===== src/rtl/fifo_ofs_consts.svh =====
`ifndef FIFO_OFS_CONSTS_SVH
`define FIFO_OFS_CONSTS_SVH

// Offset register width: 17 bits for both depths; the smaller depth loads only the low 16
`define OFS_W            17
`define SER_BITS_SMALL   6'h20
`define SER_BITS_LARGE   6'h22
`define SER_HALF_SMALL   6'h10
`define SER_HALF_LARGE   6'h11
`define PAR_REGS_SMALL   3'h4
`define PAR_REGS_LARGE   3'h6
`define PTR_FIRST        3'h0
`define IDX_FIRST        6'h00
// Default offsets picked by the load select strap at master reset
`define DFLT_SERIAL      17'h003ff
`define DFLT_PARALLEL    17'h0007f
// Edges from the completing edge to a valid or updated partial flag
`define FLAG_DELAY       2'h2
// Read-clock edges spent in retransmit setup
`define RETX_SETUP_EDGES 2'h2
`define CNT_ZERO         2'h0
`define CNT_ONE          2'h1
`define DATA_ZERO        9'h000

`endif


===== src/rtl/fifo_ofs_pkg.sv =====
package fifo_ofs_pkg;

   // Device pins, all asynchronous to sys_clk
   typedef struct packed {
      logic       wclk;
      logic       rclk;
      logic       load_select_n;
      logic       shift_gate_n;
      logic       write_strobe_n;
      logic       read_strobe_n;
      logic       replay_request_n;
      logic       fall_through_mode;
      logic       partial_reset_n;
      logic [8:0] data_in;
   } pins_t;

   // Memory core side, on sys_clk
   typedef struct packed {
      logic [8:0] q;
      logic       q_valid;
      logic       empty_n;
      logic       out_ready_n;
   } core_t;

   typedef enum logic [1:0] {
      RETX_IDLE  = 2'b00,
      RETX_SETUP = 2'b01,
      RETX_DONE  = 2'b10
   } retx_state_t;

endpackage


===== src/rtl/fifo_offset_program_retransmit.sv =====
`timescale 1ns/1ps
`default_nettype none
`include "fifo_ofs_consts.svh"

////////////////////////////////////////////////////////////////////////////////
// Two-edge countdown: load restarts it, each step edge counts down,
// done pulses on the edge that reaches zero.
module edge_countdown (
   // Clock and reset
   input  wire logic sys_clk,
   input  wire logic rst,
   // Control
   input  wire logic load,
   input  wire logic step,
   output wire logic done
);
   logic [1:0] cnt_ff;
   logic [1:0] nxt_cnt;

   assign done = step & ~load & (cnt_ff == `CNT_ONE);
   assign nxt_cnt = load ? `FLAG_DELAY :
                    (step && cnt_ff != `CNT_ZERO) ? cnt_ff - `CNT_ONE : cnt_ff;

   always_ff @(posedge sys_clk) begin
      if (rst) begin
         cnt_ff <= `CNT_ZERO;
      end else begin
         cnt_ff <= nxt_cnt;
      end
   end
endmodule

////////////////////////////////////////////////////////////////////////////////
module fifo_offset_program_retransmit
   import fifo_ofs_pkg::*;
#(
   parameter logic deep_part = 1'b0
) (
   // Clock and reset
   input  wire logic              sys_clk,
   input  wire logic              rst,
   // Device pins
   input  wire pins_t             pins,
   // Memory core
   input  wire core_t             core,
   // Offsets and partial flag validity
   output logic [`OFS_W-1:0]      empty_offset,
   output logic [`OFS_W-1:0]      full_offset,
   output logic                   almost_empty_valid,
   output logic                   almost_full_valid,
   // Modes caught at master reset
   output logic                   serial_load_mode,
   output logic                   fall_through_mode_mode,
   // Memory access redirects
   output logic                   mem_write,
   output logic                   mem_read,
   // Data outputs
   output logic [8:0]             data_out,
   output logic                   data_out_load,
   // Retransmit
   output logic                   read_ptr_rewind,
   output logic                   first_word_show,
   output logic                   half_level_update,
   output logic                   almost_empty_update,
   output logic                   almost_full_update,
   output logic                   empty_flag_n,
   output logic                   out_ready_n
);

   /////////////////////////////////////////////////////////////////////////////
   // Pin synchronisers; stage three only feeds the clock edge detectors
   pins_t pin_s1_ff;
   pins_t pin_s2_ff;
   pins_t pin_s3_ff;

   always_ff @(posedge sys_clk) begin
      pin_s1_ff <= pins;
      pin_s2_ff <= pin_s1_ff;
      pin_s3_ff <= pin_s2_ff;
   end

   wire wclk_rise = pin_s2_ff.wclk & ~pin_s3_ff.wclk;
   wire rclk_rise = pin_s2_ff.rclk & ~pin_s3_ff.rclk;
   wire ld_low    = ~pin_s2_ff.load_select_n;
   wire sen_low   = ~pin_s2_ff.shift_gate_n;
   wire wen_low   = ~pin_s2_ff.write_strobe_n;
   wire ren_low   = ~pin_s2_ff.read_strobe_n;
   wire si_bit    = pin_s2_ff.fall_through_mode;
   wire prs       = ~pin_s2_ff.partial_reset_n;

   /////////////////////////////////////////////////////////////////////////////
   // State
   logic [`OFS_W-1:0] empty_off_ff;
   logic [`OFS_W-1:0] full_off_ff;
   logic [`OFS_W-1:0] nxt_empty_off;
   logic [`OFS_W-1:0] nxt_full_off;
   logic [5:0]        ser_idx_ff;
   logic [2:0]        wr_ptr_ff;
   logic [2:0]        rd_ptr_ff;
   logic              serial_ff;
   logic              fall_through_mode_ff;
   logic              pae_valid_ff;
   logic              paf_valid_ff;
   logic              mem_write_ff;
   logic              mem_read_ff;
   logic [8:0]        data_out_ff;
   logic              data_out_load_ff;
   retx_state_t       retx_state_ff;
   retx_state_t       nxt_retx_state;
   logic [1:0]        setup_cnt_ff;
   logic              force_ff;
   logic              rewind_ff;
   logic              first_word_ff;
   logic              hf_upd_ff;
   logic              ae_upd_ff;
   logic              af_upd_ff;
   logic              empty_flag_n_ff;
   logic              out_ready_n_ff;

   /////////////////////////////////////////////////////////////////////////////
   // Sequence geometry for the chosen depth
   wire [5:0] ser_bits  = deep_part ? `SER_BITS_LARGE : `SER_BITS_SMALL;
   wire [5:0] ser_half  = deep_part ? `SER_HALF_LARGE : `SER_HALF_SMALL;
   wire [2:0] par_regs  = deep_part ? `PAR_REGS_LARGE : `PAR_REGS_SMALL;
   wire [2:0] par_half  = par_regs >> 1;

   /////////////////////////////////////////////////////////////////////////////
   // Command decode on the synchronised clock edges
   wire ser_shift = wclk_rise & serial_ff & ld_low & sen_low & ~wen_low;
   wire par_write = wclk_rise & ~serial_ff & ld_low & wen_low;
   wire ofs_read  = rclk_rise & ld_low & ren_low;
   wire wr_mem    = wclk_rise & ~ld_low & wen_low;
   wire rd_mem    = rclk_rise & ~ld_low & ren_low;

   wire ser_last  = ser_idx_ff == ser_bits - 6'h01;
   wire ser_first = ser_idx_ff == `IDX_FIRST;
   wire ser_full  = ser_idx_ff >= ser_half;
   wire [5:0] ser_pos = ser_full ? ser_idx_ff - ser_half : ser_idx_ff;

   wire wr_full   = wr_ptr_ff >= par_half;
   wire [2:0] wr_byte = wr_full ? wr_ptr_ff - par_half : wr_ptr_ff;
   wire wr_last   = wr_ptr_ff == par_regs - 3'h1;
   wire rd_full   = rd_ptr_ff >= par_half;
   wire [2:0] rd_byte = rd_full ? rd_ptr_ff - par_half : rd_ptr_ff;
   wire rd_last   = rd_ptr_ff == par_regs - 3'h1;

   /////////////////////////////////////////////////////////////////////////////
   // Offset register update
   wire [`OFS_W-1:0] wr_merged_e;
   wire [`OFS_W-1:0] wr_merged_f;
   wire [7:0]        din = pin_s2_ff.data_in[7:0];

   assign wr_merged_e = (wr_byte == 3'h0) ? {empty_off_ff[16:8], din} :
                        (wr_byte == 3'h1) ? {empty_off_ff[16], din, empty_off_ff[7:0]} :
                                            {din[0], empty_off_ff[15:0]};
   assign wr_merged_f = (wr_byte == 3'h0) ? {full_off_ff[16:8], din} :
                        (wr_byte == 3'h1) ? {full_off_ff[16], din, full_off_ff[7:0]} :
                                            {din[0], full_off_ff[15:0]};

   always_comb begin
      nxt_empty_off = empty_off_ff;
      nxt_full_off  = full_off_ff;
      if (ser_shift) begin
         if (ser_full) begin
            nxt_full_off[ser_pos[4:0]] = si_bit;
         end else begin
            nxt_empty_off[ser_pos[4:0]] = si_bit;
         end
      end else if (par_write) begin
         if (wr_full) begin
            nxt_full_off = wr_merged_f;
         end else begin
            nxt_empty_off = wr_merged_e;
         end
      end
   end

   always_ff @(posedge sys_clk) begin
      if (rst) begin
         // Straps follow the synchronised pins while master reset is held
         serial_ff    <= pin_s2_ff.load_select_n;
         fall_through_mode_ff      <= pin_s2_ff.fall_through_mode;
         empty_off_ff <= pin_s2_ff.load_select_n ? `DFLT_SERIAL : `DFLT_PARALLEL;
         full_off_ff  <= pin_s2_ff.load_select_n ? `DFLT_SERIAL : `DFLT_PARALLEL;
      end else begin
         empty_off_ff <= nxt_empty_off;
         full_off_ff  <= nxt_full_off;
      end
   end

   /////////////////////////////////////////////////////////////////////////////
   // Sequence pointers; partial reset leaves them alone
   always_ff @(posedge sys_clk) begin
      if (rst) begin
         ser_idx_ff <= `IDX_FIRST;
         wr_ptr_ff  <= `PTR_FIRST;
         rd_ptr_ff  <= `PTR_FIRST;
      end else begin
         if (ser_shift) begin
            ser_idx_ff <= ser_last ? `IDX_FIRST : ser_idx_ff + 6'h01;
         end
         if (par_write) begin
            wr_ptr_ff <= wr_last ? `PTR_FIRST : wr_ptr_ff + 3'h1;
         end
         if (ofs_read) begin
            rd_ptr_ff <= rd_last ? `PTR_FIRST : rd_ptr_ff + 3'h1;
         end
      end
   end

   /////////////////////////////////////////////////////////////////////////////
   // Partial flag validity
   // A flag falls invalid when programming begins and comes back two edges of
   // its own clock after its last parallel word, or after the last serial bit of both offsets.
   wire flags_drop = (ser_shift & ser_first) | (par_write & (wr_ptr_ff == `PTR_FIRST));
   wire pae_done   = (ser_shift & ser_last) |
                     (par_write & (wr_ptr_ff == par_half - 3'h1));
   wire paf_done   = (ser_shift & ser_last) | (par_write & wr_last);
   wire pae_ready;
   wire paf_ready;

   edge_countdown pae_delay (
      .sys_clk (sys_clk),
      .rst     (rst | flags_drop),
      .load    (pae_done),
      .step    (rclk_rise),
      .done    (pae_ready)
   );

   edge_countdown paf_delay (
      .sys_clk (sys_clk),
      .rst     (rst | flags_drop),
      .load    (paf_done),
      .step    (wclk_rise),
      .done    (paf_ready)
   );

   always_ff @(posedge sys_clk) begin
      if (rst) begin
         pae_valid_ff <= 1'b1;
         paf_valid_ff <= 1'b1;
      end else begin
         if (flags_drop) begin
            pae_valid_ff <= 1'b0;
         end else if (pae_ready) begin
            pae_valid_ff <= 1'b1;
         end
         if (flags_drop) begin
            paf_valid_ff <= 1'b0;
         end else if (paf_ready) begin
            paf_valid_ff <= 1'b1;
         end
      end
   end

   /////////////////////////////////////////////////////////////////////////////
   // Readback and output data register
   wire [`OFS_W-1:0] rd_sel  = rd_full ? full_off_ff : empty_off_ff;
   wire [7:0]        rd_data = (rd_byte == 3'h0) ? rd_sel[7:0] :
                               (rd_byte == 3'h1) ? rd_sel[15:8] :
                                                   {7'h00, rd_sel[16]};

   always_ff @(posedge sys_clk) begin
      if (rst || prs) begin
         data_out_ff      <= `DATA_ZERO;
         data_out_load_ff <= 1'b0;
         mem_write_ff     <= 1'b0;
         mem_read_ff      <= 1'b0;
      end else begin
         mem_write_ff     <= wr_mem;
         mem_read_ff      <= rd_mem;
         data_out_load_ff <= ofs_read;
         // The offset byte wins over a word from the core in the same cycle
         if (ofs_read) begin
            data_out_ff <= {1'b0, rd_data};
         end else if (core.q_valid) begin
            data_out_ff <= core.q;
         end
      end
   end

   /////////////////////////////////////////////////////////////////////////////
   // Retransmit setup
   wire retx_start = rclk_rise & ~pin_s2_ff.replay_request_n &
                     (retx_state_ff == RETX_IDLE);
   wire setup_end  = rclk_rise & (setup_cnt_ff == `CNT_ONE);
   wire ae_hit;
   wire af_hit;

   always_comb begin
      case (retx_state_ff)
         RETX_IDLE:  nxt_retx_state = retx_start ? RETX_SETUP : RETX_IDLE;
         RETX_SETUP: nxt_retx_state = setup_end ? RETX_DONE : RETX_SETUP;
         RETX_DONE:  nxt_retx_state = RETX_IDLE;
         default:    nxt_retx_state = RETX_IDLE;
      endcase
   end

   edge_countdown ae_update (
      .sys_clk (sys_clk),
      .rst     (rst),
      .load    (retx_start),
      .step    (rclk_rise),
      .done    (ae_hit)
   );

   edge_countdown af_update (
      .sys_clk (sys_clk),
      .rst     (rst),
      .load    (retx_start),
      .step    (wclk_rise),
      .done    (af_hit)
   );

   always_ff @(posedge sys_clk) begin
      if (rst || prs) begin
         retx_state_ff <= RETX_IDLE;
         setup_cnt_ff  <= `CNT_ZERO;
         force_ff      <= 1'b0;
         rewind_ff     <= 1'b0;
         first_word_ff <= 1'b0;
         hf_upd_ff     <= 1'b0;
         ae_upd_ff     <= 1'b0;
         af_upd_ff     <= 1'b0;
      end else begin
         retx_state_ff <= nxt_retx_state;
         rewind_ff     <= retx_start;
         hf_upd_ff     <= retx_start;
         ae_upd_ff     <= ae_hit;
         af_upd_ff     <= af_hit;
         first_word_ff <= (retx_state_ff == RETX_DONE) & fall_through_mode_ff;
         if (retx_start) begin
            setup_cnt_ff <= `RETX_SETUP_EDGES;
            force_ff     <= 1'b1;
         end else if (rclk_rise && setup_cnt_ff != `CNT_ZERO) begin
            setup_cnt_ff <= setup_cnt_ff - `CNT_ONE;
         end
         if (retx_state_ff == RETX_DONE) begin
            force_ff <= 1'b0;
         end
      end
   end

   // Empty flag held low in standard mode, output ready held inactive in
   // fall-through mode, for the length of the setup
   always_ff @(posedge sys_clk) begin
      if (rst) begin
         empty_flag_n_ff <= 1'b0;
         out_ready_n_ff  <= 1'b1;
      end else begin
         empty_flag_n_ff <= core.empty_n & ~(force_ff & ~fall_through_mode_ff);
         out_ready_n_ff  <= core.out_ready_n | (force_ff & fall_through_mode_ff);
      end
   end

   /////////////////////////////////////////////////////////////////////////////
   // Outputs
   assign empty_offset        = empty_off_ff;
   assign full_offset         = full_off_ff;
   assign almost_empty_valid  = pae_valid_ff;
   assign almost_full_valid   = paf_valid_ff;
   assign serial_load_mode    = serial_ff;
   assign fall_through_mode_mode           = fall_through_mode_ff;
   assign mem_write           = mem_write_ff;
   assign mem_read            = mem_read_ff;
   assign data_out            = data_out_ff;
   assign data_out_load       = data_out_load_ff;
   assign read_ptr_rewind     = rewind_ff;
   assign first_word_show     = first_word_ff;
   assign half_level_update   = hf_upd_ff;
   assign almost_empty_update = ae_upd_ff;
   assign almost_full_update  = af_upd_ff;
   assign empty_flag_n        = empty_flag_n_ff;
   assign out_ready_n         = out_ready_n_ff;

endmodule

`default_nettype wire


===== config.mk =====
export PLATFORM = sky130hd
export DESIGN_NAME = fifo_offset_program_retransmit
export DESIGN_NICKNAME = d
export VERILOG_FILES = /design/src/rtl/fifo_ofs_pkg.sv /design/src/rtl/fifo_offset_program_retransmit.sv
export VERILOG_INCLUDE_DIRS = /design/src /design/src/rtl
export SDC_FILE = /design/constraint.sdc
export NUM_CORES = 1
export LEC_CHECK = 0
export BUFFER_PORTS_ARGS = -buffer_cell sky130_fd_sc_hd__clkbuf_2
export CAP_MARGIN = 20
export CORE_MARGIN = 2
export CORE_UTILIZATION = 50
export DETAILED_ROUTE_END_ITERATION = 7
export PLACE_DENSITY = 0.72
export SLEW_MARGIN = 5
export SYNTH_ARGS = -nofsm -noshare
export SYNTH_HDL_FRONTEND = slang
export SYNTH_SLANG_ARGS = --single-unit

===== constraint.sdc =====
create_clock -name sys_clk -period 3 [get_ports sys_clk]
set_input_delay 0.6 -clock sys_clk [delete_from_list [all_inputs] [get_ports sys_clk]]
set_output_delay 0.6 -clock sys_clk [all_outputs]
set_load 0.01 [all_outputs]

[Word-level counts from Yosys, hierarchy flattened]
Index checks and enable logic that the tools add are counted.
Storage, ports and cells
  bits in registers: 117
  latch bits: 0
  RAM bits: 0
  ROM bits: 0
  output and inout bits: 57
  memories: 0
Cells by class
  add/subtract/negate cells: 11
  multiply operators: 0
  div/mod/pow operators: 0
  magnitude comparators: 5
  eq/ne operators: 18
  shift-type cells: 0
  multiplexer cells: 45
  bitwise logic cells: 54
  reduce and logical (&&, ||, !) cells: 41
Operator list (count)
  $mux 17: 13
  $and 1x1->1: 35
  $bwmux 17: 2
  $mux 8: 4
  $reduce_bool 2->1: 13
  $mux 2: 11
  $reduce_and 5->1: 4
  $not 1->1: 14
  $eq 2x1->1 const B: 6
  $mux 3: 4
  $ne 3x3->1 const B: 4
  $reduce_bool 3->1: 4
  $reduce_or 2->1: 6
  $mux 10: 1
  $sub 2x1->2 const B: 5
  $eq 3x1->1 const B: 3
  $logic_not 3->1: 3
  $reduce_and 4->1: 2
  $add 3x1->3 const B: 2
  $add 6x1->6 const B: 1
  $eq 3x2->1 const B: 2
  $eq 6x5->1 const B: 1
  $ge 3x2->1 const B: 2
  $ge 6x5->1 const B: 1
  other kinds (16): 31

[Depth between registers and ports, before layout]
  depth in word-level cells: 13
  depth in mapped cells: 8

[By module]
A second synthesis with hierarchy kept.
Second synthesis, totals
  cells, all modules: 479
  area total of the unflattened synthesis: 5181.2 um^2
Modules (own cells, without submodules)
  fifo_offset_program_retransmit: instances 1, cells an instance 427, area an instance 4670.7 um^2, seq. area each 2542.4 um^2
  edge_countdown: instances 4, cells an instance 13, area an instance 127.6 um^2, seq. area each 40.0 um^2

[Worst setup path before layout]
No wires, ideal clock.
  path kind: flip-flop to flip-flop
  from: reg serial_ff, in the netlist serial_load_mode
  to: reg full_off_ff[0], in the netlist full_offset[0] (enable)
  library setup time: 0.381 ns
  data arrival time: 1.975 ns
  setup slack: 0.644 ns
  stages on the path, launching flop included: 5
  path buffers: 0
  period minus slack after synthesis: 2.356 ns
  path through: edfxtp_1 > or3_4 > or2_1 > or3_1 > o21ai_0
Between the ends
  longest elaborated chain between the ends: 6
  elaborated cells on any way between the ends: 13
RTL lines
  from (decl): line fifo_offset_program_retransmit.sv:100  | logic serial_ff;
  from (signal assigned): line fifo_offset_program_retransmit.sv:181  | serial_ff <= pin_s2_ff.load_select_n;
  $and 1x1->1 / $not 1->1 (equally long branches): line fifo_offset_program_retransmit.sv:129, fifo_offset_program_retransmit.sv:130
  $and 1x1->1, on equally long branches (3 in a row): line fifo_offset_program_retransmit.sv:129, fifo_offset_program_retransmit.sv:130
  $ne 3x2->1 (no source line) / $reduce_bool 3->1 (equally long branches)
  $reduce_and 4->1 (no source line) (*)
  to (signal assigned): line fifo_offset_program_retransmit.sv:184  | full_off_ff <= pin_s2_ff.load_select_n ? `DFLT_SERIAL : `DFLT_PARALLEL;
  to (signal assigned): line fifo_offset_program_retransmit.sv:187  | full_off_ff <= nxt_full_off;
  to (decl): line fifo_offset_program_retransmit.sv:94  | logic [`OFS_W-1:0] full_off_ff;
Every way passes the cells marked *; elsewhere a longest branch is shown, timed or not.
A chain may end at the register's enable or synchronous reset.

[Worst setup path after layout]
  from: reg pin_s2_ff[15] (netlist bit)
  to: reg full_off_ff[14], in the netlist full_offset[14] (enable)
Between the ends
  longest elaborated chain between the ends: 6
  elaborated cells on any way between the ends: 12
RTL lines
  from (decl): line fifo_offset_program_retransmit.sv:73  | pins_t pin_s2_ff;
  from (signal assigned): line fifo_offset_program_retransmit.sv:78  | pin_s2_ff <= pin_s1_ff;
  $not 1->1 (*): line fifo_offset_program_retransmit.sv:84  | wire ld_low = ~pin_s2_ff.load_select_n;
  $and 1x1->1 (3 in a row): line fifo_offset_program_retransmit.sv:129  | wire ser_shift = wclk_rise & serial_ff & ld_low & sen_low & ~wen_low;
  $ne 3x2->1 (no source line), or another cell as far along
  $reduce_and 5->1 (no source line) (*)
Marked as above.

==> summary.txt <==
Post-synth EDFFs = 36
Post-CTS setup repair buffer count = 0
Initial antenna violation count = 0
CTS Root Cell = clkbuf_8
Clock slew at reported path FFs = 50 ps
Avg Inst Size Synth = 10.20 um^2
Final Max Tran Viols = 0
Grt total ovfl = 0
Logic pwr share = 6.5%
Number of fill cells in the layout = 856
Worst setup SP type = register
Unique masters post-synth = 53
Clock buffer depth = 2
Share of layout cells above drive strength 1 = 23.52%
Setup Viol. Count Final = 0
Detailed-route wire length = 12180 um
CTS tree = built
Total number of yosys warnings = 0
Syn Nets = 559
DR WL met2 = 5877 um
Number of buffers created by CTS = 17
Switching Fraction = 21.56%
Post-synthesis cell count = 507
Initial Util = 50.77%
Most used DFF post-synth = dfxtp_1
Final worst path period need = 2181 ps
Largest net degree at the start of global routing = 33
PortBufs = 87
Slew @ Worst Pin = 978.9 ps
Unrepaired setup endpoints after global routing = no
R2R Path Start = pin_s2_ff[15]
Hold_sp = pins[4]
Register area share after synthesis = 52.26%
Max IR drop VDD = 0.4131 mV
Worst min path class = input pin to register
Final worst path period share = 72.71%
Area growth syn-to-layout = 22.02%
Util after Layout = 61.95%
Post-cts resize count = 0
FF-to-FF path depth = 5
Leakage = 2.702 nW
Rows = 37
Internal power = 3.094 mW
Max layer used = met4
First-pass GRT wire length = 19850 um
Chip width = 105.7 um
Die ar. = 0.01117 mm^2
Vias in the first global route = 3965
ANT nets after route = 0
Total global routing track utilization = 22.96%
Netlist Area Pre-Place = 0.005171 mm^2
Ys async rst share = 0%
Drt drc = 0
DR WL met3 = 792 um
Core area = 0.01018 mm^2
Critical path data required time = 3210 ps
Total negative setup slack = 0 ps
Hold worst-path end = pin_s1_ff[4]
Seq cells post-synth = 117
Worst path arrival time = 2390 ps
Sequential Power Share = 44.5%
NetSw = 0.8506 mW
Power Dens Cells = 625.2 mW/mm^2
GPL Wtd Cong = 0.8715
DR pass1 iterations = 5
Layout Skew = 5.932 ps
Final nets = 648
Clock share of power = 49.0%
Critical path type = register to register
Iteration-0 DRC Markers = 438
Outcome = complete, no violations
Hold buffers post-CTS = 0
DIE HEIGHT = 105.7 um
Slew headroom = 34.14%
Io pins = 89
DR vias = 4123
CP Max Fanout = 11
Clock Sink Count = 117
Crit end category = register
Reg-to-reg slack, setup = 820 ps
H-tree Lvls = 4
Routed len/inst = 16.38 um
Maxcap violations = 0
M1 WL = 5367 um
Hold Path Cell Cnt = 1
ANT cells = 0
Clock Latency Late Sink = 520 ps
Vias per cell = 5.542
Max Clk Rate = 458.4 MHz
Fin. Hold Viols = 0
DP HPWL = 8539 um
Reg2Reg Capture Point = full_offset[14]
flip-flops by register name, indices dropped and copies added (netlist names), 2 cells and up:
signal	count
pin_s1_ff	17
retx_state_ff	2
ae_update.cnt_ff	2
setup_cnt_ff	2
pin_s3_ff	2
pae_delay.cnt_ff	2
rd_ptr_ff	3
paf_delay.cnt_ff	2
empty_offset	17
pin_s2_ff	8
wr_ptr_ff	3
din	8
af_update.cnt_ff	2
data_out	9
full_offset	17
ser_idx_ff	6
routing by layer:
layer | global-route usage (%) | vias up
met5 | 0 | -
met4 | 8.271 | 0
li1 | - | 1993
met2 | 36.59 | 156
met3 | 7.607 | 19
met1 | 29.18 | 1955
stage by stage:
| step | worst slack, ps | cell area (um^2) | power (mW) | hold WS (ps) | instances |
|---|---|---|---|---|---|
| global route | 591.3 | 6310 | 4.088 | 143.9 | 744 |
| finish | 818.6 | 6310 | 3.945 | 182.5 | 744 |
| CTS | 843.6 | 6295 | 3.972 | 149.2 | 743 |
| detailed placement | 782.8 | 5718 | 2.038 | 312.1 | 712 |
| floorplan | 644.3 | 5171 | 1.928 | 309.6 | 507 |
| global placement | 850.5 | 5718 | 2.029 | 309.6 | 712 |
cell families (layout without fill, tap and decap cells):
group,after synthesis,in the layout,synth area share [%]
AND/OR/NAND/NOR,157,157,15.10
flip-flops,117,117,52.26
AO/OA/AOI/OAI,111,111,13.57
buffers and inverters,52,153,4.428
multiplexers,43,43,8.614
adder cells (fa/ha/maj),20,20,4.839
XOR/XNOR,7,7,1.186
power groups by stage:
stage	clock network (mW)	logic [mW]	registers [mW]
after floorplan	0	0.144	1.78
after global placement	0	0.241	1.79
after detailed placement	0	0.247	1.79
after CTS	1.96	0.250	1.76
after global routing	2.04	0.284	1.76
final	1.93	0.257	1.76
worst max-delay path: stages (launching register included):
cell and delay, ps:
dfxtp_1 440, nor4_1 350, buf_4 230, nor4_1 80
a211oi_1 500, inv_1 290
synthesized netlist by cell type (all sizes together), types with 12 or more instances:
library cell | instances | area, um^2
mux2 | 12 | 135.1
inv | 24 | 90.09
o21ai | 36 | 180.2
clkbuf | 18 | 67.56
nor2 | 48 | 180.2
dfxtp | 81 | 1622
nand2 | 46 | 172.7
a21oi | 26 | 130.1
nor3 | 13 | 70.07
ha | 20 | 250.2
mux2i | 31 | 310.3
edfxtp | 36 | 1081
cell type report:
type                       instances  area (um^2)  share of cell area, %
inverter                          24        90.09                  1.428
sequential                       117         2703                  42.83
multi-input combinational        338         2245                  35.57
tap                              136        170.2                  2.697
clock buffer                      29        541.8                  8.586
clock inverter                     2        35.03                 0.5552
timing repair buffer              98        525.5                  8.328
cell usage in the layout (no fill, tap or decap), types with 2 or more instances in the layout:
cell | Yosys | layout
clkbuf_1 | 18 | 6
o2bb2ai_1 | 10 | 10
a31oi_1 | 9 | 9
edfxtp_1 | 36 | 36
nor3_1 | 12 | 11
o21ai_1 | 2 | 2
nand4_1 | 5 | 5
nand3_1 | 10 | 10
clkbuf_8 | 0 | 5
dfxtp_1 | 81 | 81
o221ai_1 | 6 | 6
or3_1 | 3 | 3
clkbuf_16 | 0 | 18
nor4_1 | 4 | 4
a221o_1 | 2 | 2
mux2i_1 | 31 | 31
o21ai_0 | 34 | 34
mux2_2 | 12 | 12
nand2_1 | 46 | 46
a211oi_1 | 4 | 4
xor2_1 | 2 | 2
and3_1 | 3 | 3
a21oi_1 | 26 | 26
ha_1 | 20 | 20
clkbuf_2 | 0 | 87
a22oi_1 | 3 | 3
nor3_2 | 1 | 2
inv_1 | 24 | 24
and4_1 | 2 | 2
nor4b_1 | 5 | 5
a2bb2oi_1 | 6 | 6
xnor2_1 | 5 | 5
nor2b_1 | 4 | 4
nor2_1 | 48 | 48
nand2b_1 | 4 | 4
o22ai_1 | 3 | 3
buf_4 | 2 | 10
worst max path at each step:
stage	startpoint	to	slack, ps
2_1_floorplan	serial_load_mode	full_offset[0]	640
3_3_place_gp	rst	data_out[4]	850
3_5_place_dp	rst	data_out[7]	780
4_1_cts	pin_s2_ff[15]	empty_offset[14]	840
5_1_grt	pin_s2_ff[15]	empty_offset[14]	590
6_report	pin_s2_ff[15]	full_offset[14]	820
No activity file was read; power rests on OpenSTA's default activity.
